File: src/hdl/tds_pkg.sv
package tds_pkg;
    // System clock rate and the terminate-hold time
    localparam int unsigned TDS_CLK_HZ = 25_000_000;
    localparam int unsigned TDS_TERM_HOLD_S = 2;
    localparam int unsigned TDS_TERM_HOLD_CYC = TDS_CLK_HZ * TDS_TERM_HOLD_S;
    localparam int unsigned TDS_TMR_W = 26;

    // Load/discharge-end status codes toward the transport controller
    localparam logic [1:0] TDS_STAT_NONE = 2'h0;
    localparam logic [1:0] TDS_STAT_WANT_RECEIVE = 2'h1;
    localparam logic [1:0] TDS_STAT_READY_RECEIVE = 2'h2;

    // Discharge-end command codes from the transport controller
    localparam logic [1:0] TDS_CMD_DO_NOTHING = 2'h0;
    localparam logic [1:0] TDS_CMD_GET_READY = 2'h1;
    localparam logic [1:0] TDS_CMD_START_XFER = 2'h2;

    // Register bus: one control and one status word
    localparam logic [3:0] TDS_ADDR_CTRL = 4'h0;
    localparam logic [3:0] TDS_ADDR_STAT = 4'h4;
    localparam int unsigned TDS_CTRL_START_BIT = 0;
    localparam int unsigned TDS_CTRL_DONE_BIT = 1;

    // Actuator and handshake outputs
    typedef struct packed {
        logic ld_unld_allowed;
        logic load_cmd;
        logic dis_cmd;
        logic dis_desired;
        logic seq_flag_dis;
        logic start_dis;
        logic dis_terminated;
        logic seq_term;
    } tds_out_s;

    localparam tds_out_s TDS_OUT_RST = '0;

    typedef enum logic [2:0] {
        TDS_IDLE,
        TDS_TILT_FWD,
        TDS_DISCHARGE,
        TDS_TILT_BACK,
        TDS_WAIT_IDLE_CMD,
        TDS_TERM_HOLD
    } tds_state_e;
endpackage

File: src/hdl/tds_sync.sv
`timescale 1ns/1ns
// Three-stage synchroniser with agreement filter on the last two stages
module tds_sync #(
    parameter int W = 1
) (
    input wire logic i_clk,
    input wire logic i_rst_b,
    input wire logic [W-1:0] i_async,
    output logic [W-1:0] o_sync
);
    logic [W-1:0] s1_q;
    logic [W-1:0] s2_q;
    logic [W-1:0] s3_q;

    // Shift chain; first stage feeds only the second
    always_ff @(posedge i_clk or negedge i_rst_b) begin
        if (!i_rst_b) begin
            s1_q <= '0;
            s2_q <= '0;
            s3_q <= '0;
        end else begin
            s1_q <= i_async;
            s2_q <= s1_q;
            s3_q <= s2_q;
        end
    end

    // Output follows only when stages two and three agree
    genvar g;
    generate
        for (g = 0; g < W; g++) begin : g_bit
            always_ff @(posedge i_clk or negedge i_rst_b) begin
                if (!i_rst_b) begin
                    o_sync[g] <= 1'b0;
                end else if (s2_q[g] == s3_q[g]) begin
                    o_sync[g] <= s3_q[g];
                end
            end
        end
    endgenerate
endmodule // tds_sync

File: src/hdl/tds_top.sv
`timescale 1ns/1ns
module tds_top
    import tds_pkg::*;
#(
    parameter int unsigned P_HOLD_CYC = TDS_TERM_HOLD_CYC
) (
    input wire logic i_mclk,
    input wire logic i_rst_b,
    input wire logic [3:0] i_addr,
    input wire logic [31:0] i_wdata,
    input wire logic i_wr,
    input wire logic i_rd,
    output logic [31:0] o_rdata,
    input wire logic i_full_up,
    input wire logic i_full_down,
    input wire logic [1:0] i_dis_end_cmd,
    output logic [1:0] o_load_end_status,
    output tds_out_s o_act,
    output logic [2:0] o_state
);
    logic rst1_q;
    logic rst_b_q;
    logic [3:0] pins_s;
    logic full_up_s;
    logic full_down_s;
    logic [1:0] cmd_s;
    tds_state_e state_q;
    tds_out_s act_q;
    logic [1:0] stat_q;
    logic [TDS_TMR_W-1:0] tmr_q;
    logic start_q;
    logic done_q;
    logic start_req;
    logic done_req;
    logic go_fwd;
    logic at_up;
    logic dis_done;
    logic at_down;
    logic cmd_idle;
    logic tmr_zero;

    // Reset release through two flops
    always_ff @(posedge i_mclk or negedge i_rst_b) begin
        if (!i_rst_b) begin
            rst1_q <= 1'b0;
            rst_b_q <= 1'b0;
        end else begin
            rst1_q <= 1'b1;
            rst_b_q <= rst1_q;
        end
    end

    // Machine sensors and transport command arrive from outside
    tds_sync #(.W(4)) u_sync (
        .i_clk(i_mclk),
        .i_rst_b(rst_b_q),
        .i_async({i_full_up, i_full_down, i_dis_end_cmd}),
        .o_sync(pins_s)
    );
    assign full_up_s = pins_s[3];
    assign full_down_s = pins_s[2];
    assign cmd_s = pins_s[1:0];

    // Write decode of the control word, shared by both request strobes
    function automatic logic f_ctrl_wr(input logic wr, input logic [3:0] addr);
        return wr && (addr == TDS_ADDR_CTRL);
    endfunction

    // Software strobes: start-transfer accepted, discharge sequence done
    assign start_req = f_ctrl_wr(i_wr, i_addr) && i_wdata[TDS_CTRL_START_BIT];
    assign done_req = f_ctrl_wr(i_wr, i_addr) && i_wdata[TDS_CTRL_DONE_BIT];

    // Start-transfer flag; a new request wins over consumption
    always_ff @(posedge i_mclk or negedge rst_b_q) begin
        if (!rst_b_q) begin
            start_q <= 1'b0;
        end else if (start_req) begin
            start_q <= 1'b1;
        end else if (state_q == TDS_TILT_FWD) begin
            start_q <= 1'b0;
        end
    end

    // Discharge-done flag; kept only while the discharge step waits for it
    always_ff @(posedge i_mclk or negedge rst_b_q) begin
        if (!rst_b_q) begin
            done_q <= 1'b0;
        end else if (done_req) begin
            done_q <= 1'b1;
        end else if (state_q != TDS_DISCHARGE) begin
            done_q <= 1'b0;
        end
    end

    // Step conditions; each is qualified by its own state so at most one is true
    assign go_fwd = (state_q == TDS_IDLE) && start_q && (cmd_s == TDS_CMD_START_XFER);
    assign at_up = (state_q == TDS_TILT_FWD) && full_up_s;
    assign dis_done = (state_q == TDS_DISCHARGE) && done_q;
    assign at_down = (state_q == TDS_TILT_BACK) && full_down_s;
    assign cmd_idle = (state_q == TDS_WAIT_IDLE_CMD) && (cmd_s == TDS_CMD_DO_NOTHING);
    assign tmr_zero = (state_q == TDS_TERM_HOLD) && (tmr_q == '0);

    // State register; each step holds until its own condition is met
    always_ff @(posedge i_mclk or negedge rst_b_q) begin
        if (!rst_b_q) begin
            state_q <= TDS_IDLE;
        end else begin
            unique case (state_q)
                TDS_IDLE: begin
                    if (go_fwd) begin
                        state_q <= TDS_TILT_FWD;
                    end
                end
                TDS_TILT_FWD: begin
                    if (at_up) begin
                        state_q <= TDS_DISCHARGE;
                    end
                end
                TDS_DISCHARGE: begin
                    if (dis_done) begin
                        state_q <= TDS_TILT_BACK;
                    end
                end
                TDS_TILT_BACK: begin
                    if (at_down) begin
                        state_q <= TDS_WAIT_IDLE_CMD;
                    end
                end
                TDS_WAIT_IDLE_CMD: begin
                    if (cmd_idle) begin
                        state_q <= TDS_TERM_HOLD;
                    end
                end
                TDS_TERM_HOLD: begin
                    if (tmr_zero) begin
                        state_q <= TDS_IDLE;
                    end
                end
                default: begin
                    state_q <= TDS_IDLE;
                end
            endcase
        end
    end

    // Actuator and handshake outputs change only on the step edges
    always_ff @(posedge i_mclk or negedge rst_b_q) begin
        if (!rst_b_q) begin
            act_q <= TDS_OUT_RST;
        end else if (go_fwd) begin
            act_q.ld_unld_allowed <= 1'b1;
            act_q.dis_cmd <= 1'b1;
            act_q.dis_desired <= 1'b1; // Stands in for the earlier permission steps
            act_q.seq_flag_dis <= 1'b1; // Stands in for the earlier flag step
            act_q.start_dis <= 1'b1;
        end else if (dis_done) begin
            act_q.dis_desired <= 1'b0;
            act_q.seq_flag_dis <= 1'b0;
            act_q.dis_cmd <= 1'b0;
            act_q.start_dis <= 1'b0;
            act_q.load_cmd <= 1'b1;
            act_q.dis_terminated <= 1'b1;
        end else if (at_down) begin
            act_q.ld_unld_allowed <= 1'b0;
            act_q.load_cmd <= 1'b0;
            act_q.dis_terminated <= 1'b0;
        end else if (cmd_idle) begin
            act_q.seq_term <= 1'b1;
        end else if (tmr_zero) begin
            act_q.seq_term <= 1'b0;
        end
    end

    // Load-end status toward the transport controller
    always_ff @(posedge i_mclk or negedge rst_b_q) begin
        if (!rst_b_q) begin
            stat_q <= TDS_STAT_NONE;
        end else if (at_up) begin
            stat_q <= TDS_STAT_WANT_RECEIVE;
        end else if (tmr_zero) begin
            stat_q <= TDS_STAT_NONE;
        end
    end

    // Terminate hold timer: loaded on do-nothing, run down to zero in the hold step
    always_ff @(posedge i_mclk or negedge rst_b_q) begin
        if (!rst_b_q) begin
            tmr_q <= '0;
        end else if (cmd_idle) begin
            tmr_q <= TDS_TMR_W'(P_HOLD_CYC - 1);
        end else if ((state_q == TDS_TERM_HOLD) && (tmr_q != '0)) begin
            tmr_q <= tmr_q - 1'b1;
        end
    end

    // Outputs straight from flops
    assign o_act = act_q;
    assign o_load_end_status = stat_q;
    assign o_state = state_q;

    // Read port, data valid the cycle after the strobe
    always_ff @(posedge i_mclk or negedge rst_b_q) begin
        if (!rst_b_q) begin
            o_rdata <= '0;
        end else if (i_rd) begin
            unique case (i_addr)
                TDS_ADDR_STAT: o_rdata <= {16'h0000, act_q, 1'b0, full_up_s, full_down_s,
                    state_q, stat_q};
                TDS_ADDR_CTRL: o_rdata <= {30'h00000000, done_q, start_q};
                default: o_rdata <= 32'h00000000;
            endcase
        end else begin
            o_rdata <= 32'h00000000;
        end
    end
endmodule // tds_top

File: config.mk
export PLATFORM = sky130hd
export DESIGN_NAME = tds_top
export DESIGN_NICKNAME = d
export VERILOG_FILES = /design/src/hdl/tds_pkg.sv /design/src/hdl/tds_sync.sv /design/src/hdl/tds_top.sv
export SDC_FILE = /design/constraint.sdc
export NUM_CORES = 1
export LEC_CHECK = 0
export ABC_CLOCK_PERIOD_IN_PS = 3710
export BUFFER_PORTS_ARGS = -buffer_cell sky130_fd_sc_hd__buf_2
export CORE_MARGIN = 2
export CORE_UTILIZATION = 50
export DETAILED_ROUTE_END_ITERATION = 12
export GPL_TIMING_DRIVEN = 0
export PLACE_DENSITY = 0.78
export SLEW_MARGIN = 20
export SYNTH_ARGS = -nofsm -noshare
export SYNTH_HDL_FRONTEND = slang
export SYNTH_SLANG_ARGS = --single-unit
File: constraint.sdc
create_clock -name i_mclk -period 3.71 [get_ports i_mclk]
set_input_delay 0.1855 -clock i_mclk [delete_from_list [all_inputs] [get_ports i_mclk]]
set_output_delay 0.1855 -clock i_mclk [all_outputs]
set_load 0.01 [all_outputs]
Word-level counts from Yosys, hierarchy flattened
Cells that the tools add are included.
{"block": "word_totals", "register_bits": 91, "in_bits": 44, "out_inout_bits": 45, "word_cells": 101}
{"block": "classes", "addsub": 1, "eq_ne": 19, "n_mux": 27, "bitwise_logic": 3, "reduce_logical": 28}
{"cell": "$mux W26", "count": 2}
{"cell": "$mux W32", "count": 1}
{"cell": "$pmux W16 S2", "count": 1}
{"cell": "$logic_not A26 Y1", "count": 1}
{"cell": "$reduce_bool A26 Y1", "count": 1}
{"cell": "$sub A26 B1 Y26 const B", "count": 1}
{"cell": "$mux W3", "count": 6}
{"cell": "$pmux W3 S6", "count": 1}
{"cell": "$reduce_bool A2 Y1", "count": 8}
{"cell": "$ne A2 B2 Y1 const B", "count": 7}
{"cell": "$logic_and A1 B1 Y1", "count": 11}
{"cell": "$mux W1", "count": 11}
{"cell": "$mux W4", "count": 2}
{"cell": "$eq A3 B2 Y1 const B", "count": 2}
{"cell": "$eq A3 B3 Y1 const B", "count": 2}
{"cell": "$mux W2", "count": 3}
{"cell": "$reduce_and A6 Y1", "count": 1}
{"cell": "$eq A1 B1 Y1", "count": 4}
{"cell": "$eq A4 B3 Y1 const B", "count": 1}
{"cell": "$logic_not A4 Y1", "count": 1}
{"cell": "$reduce_and A2 Y1", "count": 2}
{"cell": "$reduce_and A4 Y1", "count": 1}
{"cell": "$eq A3 B1 Y1 const B", "count": 1}
{"cell": "$logic_not A3 Y1", "count": 1}
{"cell": "4 further kinds", "count": 6}

Longest topological paths before layout
Gate-level depths: netlist of the first run.
{"block": "logic_depth", "ltp_word": 5, "mapped_depth": 9, "depth_no_buf": 7}

By module
From an unflattened synthesis of the first run, not the netlist that was laid out.
{"block": "hier_totals", "cells_unflattened": 288, "hier_area_um2": 3049.2}
{"module": "tds_top", "n_inst": 1, "cells_per_inst": 268, "area_per_inst_um2": 2603.7, "seq_area_each_um2": 1226.2}
{"module": "tds_sync", "n_inst": 1, "cells_per_inst": 20, "area_per_inst_um2": 445.4, "seq_area_each_um2": 400.4}

Worst setup path before layout of the first run
OpenSTA, ideal clock, no wires.
{"block": "synth_timing", "path_kind": "reg2reg", "start": "register tmr_q[0]", "end": "register tmr_q[21]", "setup_ps": 76, "arrival_ps": 2240, "t_required_ps": 3634, "path_slack_ps": 1394, "stages_incl_launch_ff": 10, "n_path_buf": 2, "synth_period_minus_slack_ps": 2316, "cell_sequence": "dfrtp_1 > inv_1 > ha_1 > or3b_2 > or2_1 > buf_2 > or3_1 > clkbuf_2 > and4_1 > o21ai_1"}
{"block": "synth_between", "elab_chain_len": 3, "word_cells_on_any_way": 6, "cone_classes": "1 x add/sub; 2 x mux; 3 x reduce/logical"}
{"element": "from (decl)", "line_no": "tds_top.sv:30", "rtl": "logic [TDS_TMR_W-1:0] tmr_q;"}
{"element": "from (signal assigned)", "line_no": "tds_top.sv:190", "rtl": "tmr_q <= TDS_TMR_W'(P_HOLD_CYC - 1);"}
{"element": "from (signal assigned)", "line_no": "tds_top.sv:192", "rtl": "tmr_q <= tmr_q - 1'b1;"}
{"element": "$sub A26 B1 Y26 / $reduce_bool A26 Y1 (equally long branches)", "line_no": "tds_top.sv:192, tds_top.sv:191"}
{"element": "$mux W26 / $logic_and A1 B1 Y1 (equally long branches)", "line_no": "tds_top.sv:191", "rtl": "end else if ((state_q == TDS_TERM_HOLD) && (tmr_q != '0)) begin"}
{"element": "$mux W26 / $reduce_bool A2 Y1 (equally long branches)"}
Several ways; a longest one is shown, not always the timed one. The select of a mux whose other input is x is not followed.
A chain may end at the register's enable or synchronous reset.

Worst setup path after layout of the first run
{"block": "layout_timing", "start": "register tmr_q[0]", "end": "register tmr_q[0]"}
The elaborated chain is that of the path after synthesis.

==> results of run 1 <==
sequential cells by signal, indices dropped and copies added, names as in the netlist:
register / count
done_q: 1
o_act: 4
o_load_end_status: 1
o_rdata: 11
o_state: 3
rst1_q: 1
rst_b_q: 1
start_q: 1
tmr_q: 26
u_sync.o_sync: 4
u_sync.s1_q: 4
u_sync.s2_q: 4
u_sync.s3_q: 4
final cells by class:
type	instances	area [µm²]
inverters	6	22.52
flip-flops and latches	65	1630
well taps	75	93.84
fillers	488	2256
clock buffers	10	127.6
repair buffers	47	277.8
plain buffers	36	250.2
clock inverters	6	45.04
multi-input cells	193	1217
per-layer routing:
layer | wire length, µm | track usage [%]
met2 | 2668 | 31.79
met4 | 150 | 11.50
met5 | 0 | 0
met3 | 322 | 3.736
met1 | 2511 | 25.38
power by group:
part	internal (mW)	leakage, nW	switching (mW)	total, mW
combinational	0.340	0.869	0.377	0.717
clock	0.244	0.0789	0.274	0.518
sequential	0.876	0.820	0.173	1.05
total	1.46	1.77	0.824	2.28
worst min-delay path, stage by stage:
cell,delay (ns)
buf_2,0.08
nand2_1,0.04
nand2_1,0.05
logic make-up after synthesis:
family | after synthesis
flops | 65
xor+xnor | 5
other cells | 2
buf+inv | 42
mux | 6
simple gates | 112
fa+ha+maj | 5
compound gates | 46
metrics by stage:
stage	area (µm²)	util [%]	cells	hold slack (ns)	setup WS, ns
2_1_floorplan	3110	-	300	-0.1101	1.394
3_3_place_gp	3405	57.50	415	-0.02854	1.131
3_5_place_dp	3442	58.14	417	-0.02288	1.126
4_1_cts	3665	61.90	438	0.02893	1.077
5_1_grt	3665	61.90	438	0.04583	0.9149
6_report	3665	61.90	438	0.04232	1.108
how the worst min path moves through the flow:
| stage | endpoint | depth (start not counted) | startpoint | slack, ns |
|---|---|---|---|---|
| finish | start_q$_DFFE_PN0P_ | 3 | i_wdata[0] | 0.04 |
| global route | o_rdata[1]$_DFF_PN0_ | 2 | i_addr[2] | 0.05 |
| CTS | start_q$_DFFE_PN0P_ | 3 | i_wdata[0] | 0.03 |
| detailed placement | rst_b_q$_DFF_PN0_ | 1 | i_rst_b | -0.02 |
| global placement | rst1_q$_DFF_PN0_ | 1 | i_rst_b | -0.03 |
| floorplan | rst1_q$_DFF_PN0_ | 0 | i_rst_b | -0.11 |
placed cells by master, fill, tap and decap left out, drive strengths merged, types with 2 or more instances in the layout:
cell type | Yosys | final
inv | 6 | 7
nand2b | 5 | 5
xor2 | 4 | 4
nand2 | 13 | 13
clkinv | 0 | 2
or2 | 4 | 4
or4 | 8 | 8
or3 | 11 | 11
buf | 30 | 72
nor2 | 22 | 22
o41ai | 3 | 3
a21oi | 8 | 8
a31oi | 2 | 2
clkinvlp | 0 | 3
mux2i | 6 | 6
nor4 | 4 | 4
nand3 | 11 | 11
nor2b | 2 | 2
nor3 | 6 | 6
o31ai | 9 | 9
maj3 | 4 | 4
nor3b | 3 | 3
dlygate4sd3 | 0 | 5
conb | 2 | 19
o211ai | 4 | 4
or3b | 2 | 2
dfrtp | 65 | 65
o21ai | 14 | 14
nand4b | 2 | 2
and4 | 2 | 2
nand4 | 3 | 3
clkbuf | 6 | 16
and2 | 10 | 10
==> reports/results.tsv, run 1 <==
metric	value	unit
reg2reg end	tmr_q[0]$_DFFE_PN0P_	
FP Rows	28	
Final nets	403	
global-route wire length before repair	10.02	mm
CTS hold repair buffers	5	
slew margin rel.	57.64	%
Layout Skew	0.008476	ns
Final Wtd Congestion	0.8040	
share of layout cells above drive strength 1	29.48	%
xor/xnor share of the synthesized area	1.437	%
final wirelength	5.653	mm
CP cell instances	inv_1, ha_1, or3b_2, or2_1, buf_2, o31ai_4, buf_4, xnor2_1, nand2_1	
Worst-Skew Late Latency	0.34	ns
CP delay by family, top	simple AND/OR/NAND/NOR gates	
Die Ht	82.06	µm
# setup viols final	0	
vias in the first global route	2266	
Via Count	2318	
worst setup path category	reg2reg	
post_cts resized	0	
CTS tree	done	
status	complete, no violations	
Post-synth top cells	dfrtp_1 (65), buf_4 (28), nor2_1 (22), nand2_1 (13), o21ai_0 (12)	
Simple-Gate Fraction of Synth Area	22.05	%
Setup crit end kind	flip-flop	
GRT Residual Overflow	0	
Req. time, crit path	3.92	ns
ant diodes	0	
DRC errors left	0	
largest family of logic cells by synthesized area	simple AND/OR/NAND/NOR gates	
Tmin final	2.602	ns
post-synthesis compound-gate area fraction	10.23	%
peak supply drop	0.3674	mV
PortBufs	40	
final hold vios	0	
slowest stage delay, CP	0.51	ns
setup bufs post-CTS	0	
Crit path depth	9	
EDFF count, synth	0	
post-synthesis instance total	283	
antenna violations before repair	0	
Synth Area in Adders	1.725	%
ys async rst share	100.0	%
number of DRC markers in iteration 0	123	
top_reg_cell synth	dfrtp_1	
slowest stage cell, crit path	or3b_2	
via density per instance	5.292	
Final Max Slew Viols	0	
DRT Pass-1 Iters	4	
TNS Setup	0	ns
ranking of synthesized cells by area	dfrtp_1 (53%), buf_4 (6.9%), nor2_1 (2.7%)	
mapped cell area	3047	µm²
Routed Antenna Nets	0	
Initial Util	51.46	%
die width	82.06	µm
Tcrit/Tclk final	70.13	%
CP arrival	2.81	ns
core area	5921	µm²
area grow syn2layout	20.29	%
post-synth top area cell	dfrtp_1	
Total GRT Usage	19.92	%
top-count cell post-synth	dfrtp_1	
worst-case clock buffer depth	2	
CTS clk-pin slew, worst paths	0.08	ns
Overall Power	2.284	mW
sequential-to-total area share from yosys stat	53.39	%
clk sinks	65	
clock root buffer	clkbuf_8	
H-tree depth	3	
launch point of the worst reg-to-reg path	tmr_q[0]$_DFFE_PN0P_	
RSZ-0062 raised after global routing	false	
HP Class	in2reg	
max-capacitance violation count	0	
P_leak	1.769	nW
worst-margin pin slew	0.6302	ns
CP Max Fanout	10	
Num CTS Buffers	9	
largest net degree at the start of global routing	38	
R2R setup slack	1.11	ns
Setup crit end	tmr_q[0]$_DFFE_PN0P_	
Top-Level Pins	89	
Yosys cell types	53	
WL per Instance	12.91	µm
Buf/Inv on CP	3	
R2R depth	9	
synthesized flop and latch total	65	
die area	6734	µm²
critical path launch point type	flip-flop	
crit path from	tmr_q[0]$_DFFE_PN0P_	
PwrDens	623.3	nW/µm²
maximum clock rate	384.3	MHz
Syn Area/Cell	10.77	µm²
mux share of post-synthesis cell area	1.971	%
post-synth top area share	53.39	%
YS warnings	0	
detailed placement HPWL	4.012	mm
No activity file was read; power rests on OpenSTA's default activity.
==> run 2, diff against run 1 <==
ABC_CLOCK_PERIOD_IN_PS = 2500   (was 3710)
clock period = 2.5 ns   (was 3.71 ns; I/O delays follow)
==> run 2 against run 1 <==
  * Clock power rose by 49%
  * Clock skew about the same
  * Register-to-register slack worse by 0.97 ns
  * Sequential power up 49%
  * Routed wire length rose by 2.7%
  * Final cell count up 1.6%
  * Die area unchanged
  * Global-route usage up 0.52 points
  * Maximum frequency grew 10%
  * Non-clock buffer count is 7 higher
  * Critical endpoint is now tmr_q[19]$_DFFE_PN0P_
  * Largest cell class unchanged
==> reports/results.tsv, run 2 (synthesis results as in run 1) <==
metric	value	unit	change
R2R setup slack	0.14	ns	-0.97 ns
DRT Pass-1 Iters	4		unchanged
worst setup path category	reg2reg		
Tmin final	2.360	ns	-0.2422 ns
max-capacitance violation count	0		unchanged
non-filler cells, final	445		+1.6%
Cells after DPL	417		unchanged
worst-margin pin slew	0.6215	ns	-0.008715 ns
core area	5921	µm²	unchanged
Final Wtd Congestion	0.8040		unchanged
GRT Residual Overflow	0		unchanged
CP arrival	2.63	ns	-0.18 ns
slew margin rel.	58.22	%	+0.59 points
WL per Instance	13.04	µm	+1.1%
Multi-input gate area	1220	µm²	+0.21%
commonest non-fill, non-tap cells in the layout	dfrtp_1 (64), buf_2 (40), buf_4 (35)		
Final Max Slew Viols	0		unchanged
clock root buffer	clkbuf_8		
PortBufs	40		unchanged
Initial Util	51.46	%	unchanged
critical path launch point type	flip-flop		
RSZ-0062 raised after global routing	false		
vias in the first global route	2278		+0.53%
CP Max Fanout	10		unchanged
peak supply drop	0.5474	mV	+49%
Tcrit/Tclk final	94.39	%	+24 points
Req. time, crit path	2.77	ns	-1.15 ns
P_leak	1.801	nW	+1.9%
Biggest register	tmr_q		
CTS tree	done		
Routed Antenna Nets	0		unchanged
FP Rows	28		unchanged
Final nets	410		+1.7%
clk sinks	65		unchanged
final hold vios	0		unchanged
worst-case clock buffer depth	2		unchanged
ant diodes	0		unchanged
detailed placement HPWL	4.012	mm	unchanged
Die Ht	82.06	µm	unchanged
utilization after layout	63.04	%	+1.1 points
area grow syn2layout	22.51	%	
CTS clk-pin slew, worst paths	0.08	ns	about the same
commonest non-fill, non-tap cell in the layout	dfrtp_1		
die area	6734	µm²	unchanged
Layout Skew	0.008035	ns	-0.0004411 ns
largest net degree at the start of global routing	38		unchanged
Top-Level Pins	89		unchanged
global-route wire length before repair	10.27	mm	+2.5%
HP Class	in2reg		
Setup crit end kind	flip-flop		
# setup viols final	0		unchanged
max reg flops	26		unchanged
final wirelength	5.804	mm	+2.7%
H-tree depth	3		unchanged
number of DRC markers in iteration 0	113		-8.1%
Reg area	1630	µm²	unchanged
Via Count	2307		-0.47%
Fillers	484		-0.82%
Total GRT Usage	20.44	%	+0.52 points
PwrDens	919.8	nW/µm²	+48%
Top Registers	tmr_q: 26 flops, o_rdata: 11 flops		
Worst-Skew Late Latency	0.35	ns	about the same
status	complete, no violations		
via density per instance	5.184		-2.0%
die width	82.06	µm	unchanged
Num CTS Buffers	9		unchanged
maximum clock rate	423.8	MHz	+10%
DRC errors left	0		unchanged
share of layout cells above drive strength 1	30.27	%	+0.79 points
antenna violations before repair	0		unchanged
run 2: cell count changes in the layout (fill, tap and decap cells not counted), sizes merged:
| cell | delta |
|---|---|
| buf | +5 |
| dlygate4sd3 | +3 |
| clkbuf | -1 |
run 2: final timing paths:
| check | start | end | depth (start not counted) |
|---|---|---|---|
| setup / recovery | tmr_q[1]$_DFFE_PN0P_ | tmr_q[19]$_DFFE_PN0P_ | 6 |
| hold / removal | i_rd | o_rdata[0]$_DFF_PN0_ | 3 |
| setup reg to reg | tmr_q[1]$_DFFE_PN0P_ | tmr_q[19]$_DFFE_PN0P_ | 6 |
| hold reg to reg | rst_b_q$_DFF_PN0_ | u_sync.s1_q[2]$_DFF_PN0_ | 0 |
| max in group asynchronous | rst_b_q$_DFF_PN0_ | tmr_q[12]$_DFFE_PN0P_ | 1 |
| min in group asynchronous | i_rst_b | rst1_q$_DFF_PN0_ | 2 |
run 2: critical path, stage by stage, from the launching register on:
cell and delay [ns]:
dfrtp_1 0.41, or4_4 0.59, or3_1 0.34, buf_6 0.15, nor4_4 0.31, nor3b_2 0.27
mux2i_1 0.20
run 2: power breakdown:
| part | leakage [nW] | internal [mW] | total [mW] | switching (mW) |
|---|---|---|---|---|
| registers | 0.820 | 1.30 | 1.56 | 0.261 |
| logic | 0.902 | 0.534 | 1.10 | 0.567 |
| clock network | 0.0789 | 0.362 | 0.772 | 0.409 |
run 2: final cells by class:
type	count	area share (%)
Buffer	36	6.839
Multi-Input combinational cell	193	32.69
Clock inverter	6	1.207
Inverter	6	0.6034
Sequential cell	65	43.68
Tap cell	75	2.514
Clock buffer	10	3.419
Timing Repair Buffer	54	9.051
run 2: timing repair:
| action | CTS | global route |
|---|---|---|
| gates cloned | 0 | 0 |
| hold endpoints to repair | 9 | 0 |
| hold buffers | 8 | 0 |
| resized for setup | 1 | 7 |
| setup buffers | 2 | 2 |
| pin swaps | 1 | 1 |
| endpoints found under the setup margin | 21 | 7 |
run 2: stage by stage:
| stage | instance area [µm²] | setup WS, ns | total power [mW] | hold WS (ns) | TNS (ns) |
|---|---|---|---|---|---|
| 3_5_place_dp | 3442 | -0.08415 | 2.618 | -0.08338 | -0.4413 |
| 4_1_cts | 3712 | 0.06651 | 3.424 | 0.02499 | 0 |
| 3_3_place_gp | 3405 | -0.07914 | 2.567 | -0.08904 | -5.161 |
| 6_report | 3732 | 0.1402 | 3.433 | 0.04172 | 0 |
| 5_1_grt | 3732 | 0.007144 | 3.682 | 0.04997 | 0 |
| 2_1_floorplan | 3110 | 0.1841 | 2.343 | -0.1706 | 0 |
run 2: per-layer routing:
metal	part of all wire (%)	routed length, µm	vias to the layer above	GRT usage (%)
met3	4.9	286	13	3.846
met2	48	2768	72	32.68
met1	45	2597	1097	26.24
met4	2.6	151	0	11.17
met5	0	0	-	0
li1	-	-	1125	-
